<file path="config.mk">
export PLATFORM = sky130hd
export DESIGN_NAME = uclk_top
export DESIGN_NICKNAME = d
export VERILOG_FILES = /design/src/logic/uclk_pkg.sv /design/src/logic/uclk_top.sv /design/src/logic/uclk_div.sv
export SDC_FILE = /design/constraint.sdc
export NUM_CORES = 1
export LEC_CHECK = 0
export BUFFER_PORTS_ARGS = -buffer_cell sky130_fd_sc_hd__buf_2
export CAP_MARGIN = 10
export CELL_PAD_IN_SITES_DETAIL_PLACEMENT = 1
export CELL_PAD_IN_SITES_GLOBAL_PLACEMENT = 1
export CORE_AREA = 5 5 115 139
export CTS_BUF_LIST = sky130_fd_sc_hd__clkbuf_8
export DETAILED_ROUTE_END_ITERATION = 12
export DIE_AREA = 0 0 120 144
export PLACE_DENSITY = 0.85
export SLEW_MARGIN = 30
export SYNTH_ARGS = -nofsm -noshare
export SYNTH_HDL_FRONTEND = slang
export SYNTH_SLANG_ARGS = --single-unit
</file>
<file path="constraint.sdc">
create_clock -name aclk -period 7.8 [get_ports aclk]
set_input_delay 0 -clock aclk [delete_from_list [all_inputs] [get_ports aclk]]
set_output_delay 0 -clock aclk [all_outputs]
set_load 0.02 [all_outputs]
</file>
<file path="src/logic/uclk_pkg.sv">
package uclk_pkg;

	// ==========================================================
	// register map (byte addresses on the axi4-lite slave)
	// ==========================================================
	localparam logic [3:0]  UCLK_OFS_REFCON  = 4'h0;
	localparam logic [3:0]  UCLK_OFS_CONFIG  = 4'h4;
	localparam logic [3:0]  UCLK_OFS_STATUS  = 4'h8;

	// reference_clock_control layout
	localparam int          UCLK_REF_EN_BIT   = 15;
	localparam int          UCLK_REF_SLP_BIT  = 13;
	localparam int          UCLK_REF_SEL_BIT  = 12;
	localparam int          UCLK_REF_DIV_LSB  = 8;
	localparam logic [15:0] UCLK_REF_WMASK    = 16'hbf00;
	localparam logic [15:0] UCLK_REF_RESET    = 16'h0000;

	// configuration register layout
	localparam int          UCLK_CFG_PRE_LSB  = 0;
	localparam int          UCLK_CFG_CPD_LSB  = 4;
	localparam int          UCLK_CFG_MODE_LSB = 8;
	localparam int          UCLK_CFG_KEEP_BIT = 12;
	localparam logic [31:0] UCLK_CFG_WMASK    = 32'h0000_1737;
	localparam logic [31:0] UCLK_CFG_RESET    = 32'h0000_0000;

	// oscillator modes
	localparam logic [2:0]  UCLK_MODE_RC      = 3'h0;
	localparam logic [2:0]  UCLK_MODE_RC_PLL  = 3'h1;
	localparam logic [2:0]  UCLK_MODE_XT      = 3'h2;
	localparam logic [2:0]  UCLK_MODE_HS      = 3'h3;
	localparam logic [2:0]  UCLK_MODE_EC      = 3'h4;
	localparam logic [2:0]  UCLK_MODE_XT_PLL  = 3'h5;
	localparam logic [2:0]  UCLK_MODE_HS_PLL  = 3'h6;
	localparam logic [2:0]  UCLK_MODE_EC_PLL  = 3'h7;

	// fixed branch dividers
	localparam logic [3:0]  UCLK_USB_DIV      = 4'h2;
	localparam logic [3:0]  UCLK_SYS_DIV      = 4'h3;

	// axi responses
	localparam logic [1:0]  UCLK_RESP_OKAY    = 2'h0;
	localparam logic [1:0]  UCLK_RESP_SLVERR  = 2'h2;

	typedef struct packed {
		logic       enable;
		logic       unused14;
		logic       run_in_sleep;
		logic       source_select;
		logic [3:0] divisor;
		logic [7:0] unused_low;
	} uclk_refcon_t;

	typedef struct packed {
		logic [2:0] pll_input_prescale;
		logic [1:0] sys_clk_branch_div;
		logic [2:0] osc_mode;
		logic       primary_osc_keepalive;
	} uclk_cfg_t;

endpackage

</file>
<file path="src/logic/uclk_top.sv">
// Function
// - usb module gets a 48 MHz clock when it is enabled in a primary pll mode.
// - oscillator prescaled to 4 MHz drives a 96 MHz pll feeding both branches.
// - usb branch divides the pll output by two.
// - system branch divides by three, then by a configurable postscaler.
// - branch divider codes 00..11 give 32, 16, 8, 4 MHz.
// - prescale codes 000..111 divide by 1,2,3,4,5,6,10,12.
// - usb clock only in primary pll modes; no external usb clock path.
// - enable bit 15 drives the divided reference onto its pin.
// - divisor 0000 passes base clock; code n divides by two to the n.
// - source bit 12 picks primary oscillator, else current system clock.
// - sleep-run bit 13 keeps output running in sleep, else stops it.
// - sleep output needs sleep-run, source, primary mode; keepalive powers osc.
// - reference output works in every oscillator mode while awake.
// - certain modes drive oscillator divided by two on a clock pin.
// - bit 14 and bits 7..0 read zero and ignore writes.
//
// The placing of the registers and register access over AXI4-Lite were chosen for this implementation.
module uclk_top
	import uclk_pkg::*;
#(
	parameter int REF_DIV_W = 4
) (
	// clock and reset
	input  wire logic        aclk,
	input  wire logic        aresetn,
	// axi4-lite write address and data
	input  wire logic [31:0] s_axi_awaddr,
	input  wire logic        s_axi_awvalid,
	output logic             s_axi_awready,
	input  wire logic [31:0] s_axi_wdata,
	input  wire logic [3:0]  s_axi_wstrb,
	input  wire logic        s_axi_wvalid,
	output logic             s_axi_wready,
	output logic [1:0]       s_axi_bresp,
	output logic             s_axi_bvalid,
	input  wire logic        s_axi_bready,
	// axi4-lite read
	input  wire logic [31:0] s_axi_araddr,
	input  wire logic        s_axi_arvalid,
	output logic             s_axi_arready,
	output logic [31:0]      s_axi_rdata,
	output logic [1:0]       s_axi_rresp,
	output logic             s_axi_rvalid,
	input  wire logic        s_axi_rready,
	// clock sources, sampled as synchronous levels or ticks
	input  wire logic        posc_tick,
	input  wire logic        pll_out_tick,
	input  wire logic        posc_clk,
	input  wire logic        sys_clk,
	// power and usb context
	input  wire logic        sleep_active,
	input  wire logic        usb_module_en,
	// generated clocks and controls
	output logic             pll_ref_tick,
	output logic             usb_clk_tick,
	output logic             sys_clk_tick,
	output logic             usb_clk_valid,
	output logic             posc_power_en,
	output logic             half_rate_clock_out,
	output logic             refout_pin,
	output logic             refout_pin_oe_n
);

	initial begin
		if (REF_DIV_W != 4)
			$error("uclk_top: REF_DIV_W must be 4");
	end

	// ==========================================================
	// register bus slave
	// ==========================================================
	uclk_refcon_t ref_r, ref_nxt;
	logic [31:0]  cfg_r, cfg_nxt;
	logic         aw_have_r, aw_have_nxt;
	logic [3:0]   aw_addr_r, aw_addr_nxt;
	logic         aw_bad_r, aw_bad_nxt;
	logic         w_have_r, w_have_nxt;
	logic [31:0]  w_data_r, w_data_nxt;
	logic [3:0]   w_strb_r, w_strb_nxt;
	logic         bvalid_r, bvalid_nxt;
	logic [1:0]   bresp_r, bresp_nxt;
	logic         rvalid_r, rvalid_nxt;
	logic [31:0]  rdata_r, rdata_nxt;
	logic [1:0]   rresp_r, rresp_nxt;
	logic [31:0]  status_w;
	logic [31:0]  wmask;
	uclk_cfg_t    cfg;

	assign s_axi_awready = !aw_have_r && !bvalid_r;
	assign s_axi_wready  = !w_have_r && !bvalid_r;
	assign s_axi_arready = !rvalid_r;
	assign s_axi_bvalid  = bvalid_r;
	assign s_axi_bresp   = bresp_r;
	assign s_axi_rvalid  = rvalid_r;
	assign s_axi_rdata   = rdata_r;
	assign s_axi_rresp   = rresp_r;

	assign cfg.pll_input_prescale    = cfg_r[UCLK_CFG_PRE_LSB +: 3];
	assign cfg.sys_clk_branch_div    = cfg_r[UCLK_CFG_CPD_LSB +: 2];
	assign cfg.osc_mode              = cfg_r[UCLK_CFG_MODE_LSB +: 3];
	assign cfg.primary_osc_keepalive = cfg_r[UCLK_CFG_KEEP_BIT];

	always_comb begin
		for (int i = 0; i < 4; i++)
			wmask[i*8 +: 8] = {8{w_strb_r[i]}};
	end

	always_comb begin
		aw_have_nxt = aw_have_r;
		aw_addr_nxt = aw_addr_r;
		aw_bad_nxt  = aw_bad_r;
		w_have_nxt  = w_have_r;
		w_data_nxt  = w_data_r;
		w_strb_nxt  = w_strb_r;
		bvalid_nxt  = bvalid_r;
		bresp_nxt   = bresp_r;
		ref_nxt     = ref_r;
		cfg_nxt     = cfg_r;
		if (s_axi_awvalid && s_axi_awready) begin
			aw_have_nxt = 1'b1;
			aw_addr_nxt = s_axi_awaddr[3:0];
			aw_bad_nxt  = |s_axi_awaddr[31:4];
		end
		if (s_axi_wvalid && s_axi_wready) begin
			w_have_nxt = 1'b1;
			w_data_nxt = s_axi_wdata;
			w_strb_nxt = s_axi_wstrb;
		end
		if (aw_have_r && w_have_r) begin
			aw_have_nxt = 1'b0;
			w_have_nxt  = 1'b0;
			bvalid_nxt  = 1'b1;
			bresp_nxt   = UCLK_RESP_OKAY;
			if (!aw_bad_r && aw_addr_r == UCLK_OFS_REFCON) begin
				// unimplemented bits never take a write
				ref_nxt = (ref_r & ~(wmask[15:0] & UCLK_REF_WMASK))
					| (w_data_r[15:0] & wmask[15:0]
					& UCLK_REF_WMASK);
			end else if (!aw_bad_r && aw_addr_r == UCLK_OFS_CONFIG) begin
				cfg_nxt = (cfg_r & ~(wmask & UCLK_CFG_WMASK))
					| (w_data_r & wmask & UCLK_CFG_WMASK);
			end else if (aw_bad_r || aw_addr_r != UCLK_OFS_STATUS) begin
				bresp_nxt = UCLK_RESP_SLVERR;
			end
		end
		if (bvalid_r && s_axi_bready)
			bvalid_nxt = 1'b0;
	end

	always_comb begin
		rvalid_nxt = rvalid_r;
		rdata_nxt  = rdata_r;
		rresp_nxt  = rresp_r;
		if (s_axi_arvalid && s_axi_arready) begin
			rvalid_nxt = 1'b1;
			rresp_nxt  = UCLK_RESP_OKAY;
			rdata_nxt  = 32'h0000_0000;
			if (|s_axi_araddr[31:4])
				rresp_nxt = UCLK_RESP_SLVERR;
			else if (s_axi_araddr[3:0] == UCLK_OFS_REFCON)
				rdata_nxt = {16'h0000, ref_r & UCLK_REF_WMASK};
			else if (s_axi_araddr[3:0] == UCLK_OFS_CONFIG)
				rdata_nxt = cfg_r;
			else if (s_axi_araddr[3:0] == UCLK_OFS_STATUS)
				rdata_nxt = status_w;
			else
				rresp_nxt = UCLK_RESP_SLVERR;
		end else if (rvalid_r && s_axi_rready) begin
			rvalid_nxt = 1'b0;
		end
	end

	always_ff @(posedge aclk) begin
		if (!aresetn) begin
			ref_r     <= UCLK_REF_RESET;
			cfg_r     <= UCLK_CFG_RESET;
			aw_have_r <= 1'b0;
			aw_addr_r <= 4'h0;
			aw_bad_r  <= 1'b0;
			w_have_r  <= 1'b0;
			w_data_r  <= 32'h0000_0000;
			w_strb_r  <= 4'h0;
			bvalid_r  <= 1'b0;
			bresp_r   <= UCLK_RESP_OKAY;
			rvalid_r  <= 1'b0;
			rdata_r   <= 32'h0000_0000;
			rresp_r   <= UCLK_RESP_OKAY;
		end else begin
			ref_r     <= ref_nxt;
			cfg_r     <= cfg_nxt;
			aw_have_r <= aw_have_nxt;
			aw_addr_r <= aw_addr_nxt;
			aw_bad_r  <= aw_bad_nxt;
			w_have_r  <= w_have_nxt;
			w_data_r  <= w_data_nxt;
			w_strb_r  <= w_strb_nxt;
			bvalid_r  <= bvalid_nxt;
			bresp_r   <= bresp_nxt;
			rvalid_r  <= rvalid_nxt;
			rdata_r   <= rdata_nxt;
			rresp_r   <= rresp_nxt;
		end
	end

	// ==========================================================
	// usb pll branches
	// ==========================================================
	logic       primary_mode;
	logic       primary_pll_mode;
	logic [3:0] pre_div;
	logic [3:0] post_div;
	logic       sys_branch_tick;
	logic       usb_raw_tick;
	logic       usb_cfg_error;

	assign primary_pll_mode = cfg.osc_mode == UCLK_MODE_XT_PLL
		|| cfg.osc_mode == UCLK_MODE_HS_PLL
		|| cfg.osc_mode == UCLK_MODE_EC_PLL;
	assign primary_mode = primary_pll_mode
		|| cfg.osc_mode == UCLK_MODE_XT
		|| cfg.osc_mode == UCLK_MODE_HS
		|| cfg.osc_mode == UCLK_MODE_EC;

	always_comb begin
		case (cfg.pll_input_prescale)
			3'h0:    pre_div = 4'h1;
			3'h1:    pre_div = 4'h2;
			3'h2:    pre_div = 4'h3;
			3'h3:    pre_div = 4'h4;
			3'h4:    pre_div = 4'h5;
			3'h5:    pre_div = 4'h6;
			3'h6:    pre_div = 4'ha;
			default: pre_div = 4'hc;
		endcase
		case (cfg.sys_clk_branch_div)
			2'h0:    post_div = 4'h1;
			2'h1:    post_div = 4'h2;
			2'h2:    post_div = 4'h4;
			default: post_div = 4'h8;
		endcase
	end

	// prescaled oscillator is the 4 MHz pll reference
	uclk_div #(.W(4)) u_pre (
		.aclk     (aclk),
		.aresetn  (aresetn),
		.tick_in  (posc_tick),
		.div      (pre_div),
		.tick_out (pll_ref_tick)
	);

	uclk_div #(.W(4)) u_usb (
		.aclk     (aclk),
		.aresetn  (aresetn),
		.tick_in  (pll_out_tick),
		.div      (UCLK_USB_DIV),
		.tick_out (usb_raw_tick)
	);

	uclk_div #(.W(4)) u_sys3 (
		.aclk     (aclk),
		.aresetn  (aresetn),
		.tick_in  (pll_out_tick),
		.div      (UCLK_SYS_DIV),
		.tick_out (sys_branch_tick)
	);

	uclk_div #(.W(4)) u_post (
		.aclk     (aclk),
		.aresetn  (aresetn),
		.tick_in  (sys_branch_tick),
		.div      (post_div),
		.tick_out (sys_clk_tick)
	);

	// the usb clock exists only behind a primary pll mode; nothing else
	// may feed it
	assign usb_clk_valid = usb_module_en && primary_pll_mode;
	assign usb_clk_tick  = usb_raw_tick && usb_clk_valid;
	// flagged only; the slow codes are software's to avoid
	assign usb_cfg_error = usb_module_en && (!primary_pll_mode
		|| cfg.sys_clk_branch_div[1]);

	// ==========================================================
	// half-rate clock pin and primary oscillator power
	// ==========================================================
	logic half_r, half_nxt;
	logic half_mode;

	assign half_mode = cfg.osc_mode == UCLK_MODE_RC
		|| cfg.osc_mode == UCLK_MODE_RC_PLL;
	assign half_nxt  = half_mode ? half_r ^ posc_tick : 1'b0;
	assign half_rate_clock_out = half_r;
	assign posc_power_en = !sleep_active
		|| cfg.primary_osc_keepalive;

	// ==========================================================
	// reference clock output
	// ==========================================================
	logic        base_r, base_nxt;
	logic        base_prev_r;
	logic [14:0] rcnt_r, rcnt_nxt;
	logic [3:0]  div_act_r, div_act_nxt;
	logic        refout_pin_r, refout_pin_nxt;
	logic        ref_run;
	logic        sleep_ok;

	// sleep operation also needs the oscillator itself kept alive
	assign sleep_ok = ref_r.run_in_sleep && ref_r.source_select
		&& primary_mode && cfg.primary_osc_keepalive;
	assign ref_run  = ref_r.enable
		&& (!sleep_active || sleep_ok);
	assign base_nxt = ref_r.source_select ? posc_clk : sys_clk;

	always_comb begin
		rcnt_nxt    = rcnt_r;
		div_act_nxt = div_act_r;
		refout_pin_nxt    = 1'b0;
		if (!ref_run) begin
			rcnt_nxt    = '0;
			div_act_nxt = ref_r.divisor;
		end else begin
			if (base_r && !base_prev_r)
				rcnt_nxt = rcnt_r + 15'h0001;
			if (div_act_r == 4'h0)
				refout_pin_nxt = base_r;
			else
				refout_pin_nxt = rcnt_nxt[div_act_r - 4'h1];
			// a new divisor is taken only where a low phase begins, so no
			// short pulse reaches the pin; the count restarts from zero
			if (!refout_pin_nxt && div_act_r != ref_r.divisor
				&& (rcnt_nxt & ((15'h0001 << div_act_r)
				- 15'h0001)) == 15'h0000) begin
				div_act_nxt = ref_r.divisor;
				rcnt_nxt    = '0;
				refout_pin_nxt    = 1'b0;
			end
		end
	end

	always_ff @(posedge aclk) begin
		if (!aresetn) begin
			base_r      <= 1'b0;
			base_prev_r <= 1'b0;
			rcnt_r      <= '0;
			div_act_r   <= 4'h0;
			refout_pin_r      <= 1'b0;
			half_r      <= 1'b0;
		end else begin
			base_r      <= base_nxt;
			base_prev_r <= base_r;
			rcnt_r      <= rcnt_nxt;
			div_act_r   <= div_act_nxt;
			refout_pin_r      <= refout_pin_nxt;
			half_r      <= half_nxt;
		end
	end

	assign refout_pin      = refout_pin_r;
	assign refout_pin_oe_n = !ref_r.enable;

	assign status_w = {27'h0, usb_cfg_error, posc_power_en,
		div_act_r == ref_r.divisor, ref_run, usb_clk_valid};

endmodule

</file>
<file path="src/logic/uclk_div.sv">
module uclk_div
	import uclk_pkg::*;
#(
	parameter int W = 4
) (
	// clock and reset
	input  wire logic         aclk,
	input  wire logic         aresetn,
	// tick in, tick out
	input  wire logic         tick_in,
	input  wire logic [W-1:0] div,
	output logic              tick_out
);

	// ==========================================================
	// ratio counter
	// ==========================================================
	logic [W-1:0] cnt_r;
	logic [W-1:0] cnt_nxt;
	logic         tick_r;
	logic         tick_nxt;

	initial begin
		if (W < 2)
			$error("uclk_div: W must be at least 2");
	end

	always_comb begin
		cnt_nxt  = cnt_r;
		tick_nxt = 1'b0;
		if (tick_in) begin
			// a divide of zero is served as a divide of one
			if (cnt_r + W'(1) >= div) begin
				cnt_nxt  = '0;
				tick_nxt = 1'b1;
			end else begin
				cnt_nxt = cnt_r + W'(1);
			end
		end
	end

	always_ff @(posedge aclk) begin
		if (!aresetn) begin
			cnt_r  <= '0;
			tick_r <= 1'b0;
		end else begin
			cnt_r  <= cnt_nxt;
			tick_r <= tick_nxt;
		end
	end

	assign tick_out = tick_r;

endmodule

</file>
==> results.tsv <==
stage	metric	value	unit
floorplanning	die_h	144	um
clocking	cts_tree	done	
floorplanning	top_level_ports	162	
placed_design	preCtsSetupSlack	3.80	ns
hold_path	min_path_type	input pin to flip-flop	
floorplanning	dieArea	17300	um2
timing	worst_slew_pin_slew	0.937	ns
drt	drc	0	
timing	period_share	52.5	%
synthesis	synth.distinct_cells	64	
floorplanning	dieWidth	120	um
synthesis	synth_edf_count	0	
global_routing	overflow	0	
final_layout	area_growth	19.8	%
placed_design	portBuffers	118	
placed_design	dp_hpwl	11600	um
clocking	clock_latency	0.37	ns
drt	firstDrtPassIters	4	
pwr	internal_power	680	uW
synthesis	synthCells	632	
timing	holdWs	0.00529	ns
worst_setup_path	cp.required	8.06	ns
global_routing	grt_pass1_vias	4942	
clocking	clk_path_buf_depth	2	
clocking	root_buffer	clkbuf_8	
final_layout	nets	891	
global_routing	grt_max_degree	76	
synthesis	yosys.area_share.adder	4.89	%
pwr	power.share.switching	27.8	%
global_routing	grt_pass1_wl	24300	um
clocking	cts_made_buffers	9	
worst_setup_path	cp.arrival	4.35	ns
worst_setup_path	cp-end-kind	flip-flop	
final_layout	drive_gt1_share	19.2	%
synthesis	syn-cell-area	5380	um2
timing	slew_violations	0	
global_routing	antenna_found_initial	1	
timing	maxSlewHeadroom	37.0	%
drt	viasPerCell	5.28	
worst_setup_path	worstSetupStartpointType	flip-flop	
pwr	ir_drop	0.0000870	V
pwr	p_total	942	uW
drt	wl_per_cell	16.3	um
pwr	leakage	2.57	nW
clocking	postCtsHoldBufs	27	
floorplanning	core_area	14700	um2
pwr	power_density	146	nW/um2
final_layout	nFillCells	1793	
synthesis	async_flop_share	0	%
pwr	pwr-share-clk	32.9	%
run	max_cap_viol_count	0	
timing	skew	0.0133	ns
placed_design	place_congestion	0.908	
timing	rsz0062_at_grt	no	
worst_setup_path	cp_max_fo	15	
synthesis	synth_seq_cells	97	
drt	vias	4960	
floorplanning	std_cell_rows	49	
timing	hold_violations	0	
worst_setup_path	critical_path_class	flip-flop to flip-flop	
timing	fmax	0.244	GHz
drt	routed_wl	15300	um
status	outcome	complete, no violations	
pwr	power_frac_comb	12.0	%
final_layout	antenna_cells	0	
synthesis	synth_top_family_by_area	simple AND/OR/NAND/NOR gates	
clocking	cts_setup_buffers	0	
synthesis	ys_warn_count	0	
drt	drtAntennaViolNets	0	
drt	drt_iter0_drc	223	
timing	tns	0	ns
clocking	htree_levels	3	
synthesis	synthMuxAreaShare	6.14	%
synthesis	synth-compound-area-share	14.6	%
synthesis	synth_flop_cell	dfxtp_1	
pwr	switchingPower	262	uW
clocking	clk_pin_slew	0.11	ns
synthesis	synthXorXnorAreaFrac	5.38	%
timing	setup_viol_count_final	0	
pwr	seqPwrFrac	55.1	%
clocking	ctsResizeCount	0	
synthesis	yosys.area_share.simple	26.2	%
timing	postLayoutSetupSlackWorst	3.71	ns
synthesis	synth.avg_cell_area	8.51	um2
floorplanning	start_util	36.7	%
global_routing	grt_usage	17.3	%
synthesis	ys_seq_area_share	36.1	%
timing	period_needed	4.09	ns
clocking	clock_sinks	97	
## final cells by class
cell class	count	area, um2	area share (%)
Tap cell	178	223	3.46
Multi-Input combinational cell	486	3160	49.0
Timing Repair Buffer	148	883	13.7
Clock buffer	9	124	1.92
Sequential cell	97	1940	30.2
Inverter	15	56.3	0.874
Clock inverter	7	53.8	0.835
## kinds of logic (layout without fill, tap and decap cells)
family          after synthesis  in the layout
xor+xnor                     33             33
fa+ha+maj                    21             21
flops                        97             97
other cells                   1             21
buf+inv                      69            179
compound gates              114            114
mux                          33             33
simple gates                264            264
## path summary, 6_finish.rpt
path                    startpoint          end  slack [ns]  cells past startpoint
setup / recovery      div_act_r[0]    rcnt_r[2]        3.71                     13
hold / removal    s_axi_awaddr[31]     aw_bad_r       0.005                      5
setup reg to reg      div_act_r[0]    rcnt_r[2]        3.71                     13
hold reg to reg        w_data_r[5]  w_data_r[5]        0.47                      2
## power groups by stage
| stage | registers [mW] | logic, mW | clock network [mW] |
|---|---|---|---|
| after detailed placement | 0.531 | 0.102 | 0 |
| final | 0.519 | 0.113 | 0.310 |
| after floorplan | 0.531 | 0.0663 | 0 |
| after global routing | 0.521 | 0.126 | 0.336 |
| after global placement | 0.530 | 0.0988 | 0 |
| after CTS | 0.519 | 0.113 | 0.321 |
## routing by layer
| metal | share of wire, % | wire length (um) | vias to the layer above | track usage [%] |
|---|---|---|---|---|
| li1 | - | - | 2431 | - |
| met5 | 0.046 | 7 | - | 0 |
| met1 | 39 | 6030 | 2402 | 18.7 |
| met3 | 4.8 | 738 | 17 | 3.33 |
| met4 | 1.8 | 268 | 2 | 5.91 |
| met2 | 54 | 8270 | 108 | 33.5 |
## critical path, cell delays in order, from the launching register on
cell	delay, ns
dfxtp_1	0.47
inv_1	0.31
ha_1	0.56
inv_1	0.18
nor3_1	0.33
inv_1	0.08
ha_1	0.34
o21ai_0	0.16
o21ai_0	0.13
a2111oi_0	0.54
nand4_1	0.18
nor4_2	0.26
nand3b_4	0.35
nor2_1	0.08
## synthesized netlist by cell type (19+ instances only)
cell	count	area (um2)
dfxtp_1	97	1940
nand2_1	71	267
nor2b_1	41	257
nor2_1	35	131
mux2i_1	33	330
clkbuf_1	27	101
o21ai_0	23	115
nor4_1	22	138
buf_4	21	158
ha_1	21	263
a21oi_1	20	100
and2_1	19	119
## placed cells by master (no fill, tap or decap), drive strengths merged, types with 3 or more instances in the layout
master       synthesis  final
ha                  21     21
nor2                36     36
nor3b                6      6
xor2                15     15
nor2b               43     43
inv                 15     19
xnor2               18     18
mux2i               33     33
nor4                23     23
nand4                9      9
o21ai               24     24
nand3b               5      5
dlygate4sd3          0     27
nand3               16     16
buf                 27    121
conb                 1     21
nand2b              11     11
dfxtp               97     97
a222oi               4      4
and2                19     19
a22oi                9      9
a21oi               22     22
nand2               71     71
a21o                 4      4
clkbuf              27      9
a21boi              16     16
or3                  4      4
nor3                10     10
a32oi                3      3
a31oi                5      5
## metrics by stage
stage	instance area, um2	std cells	util, %
after global routing	6440	940	44.0
after global placement	5990	897	40.9
after CTS	6440	940	44.0
after floorplan	5450	652	-
after detailed placement	5990	897	40.9
final	6440	940	44.0
(Power assumes the default switching activity.)
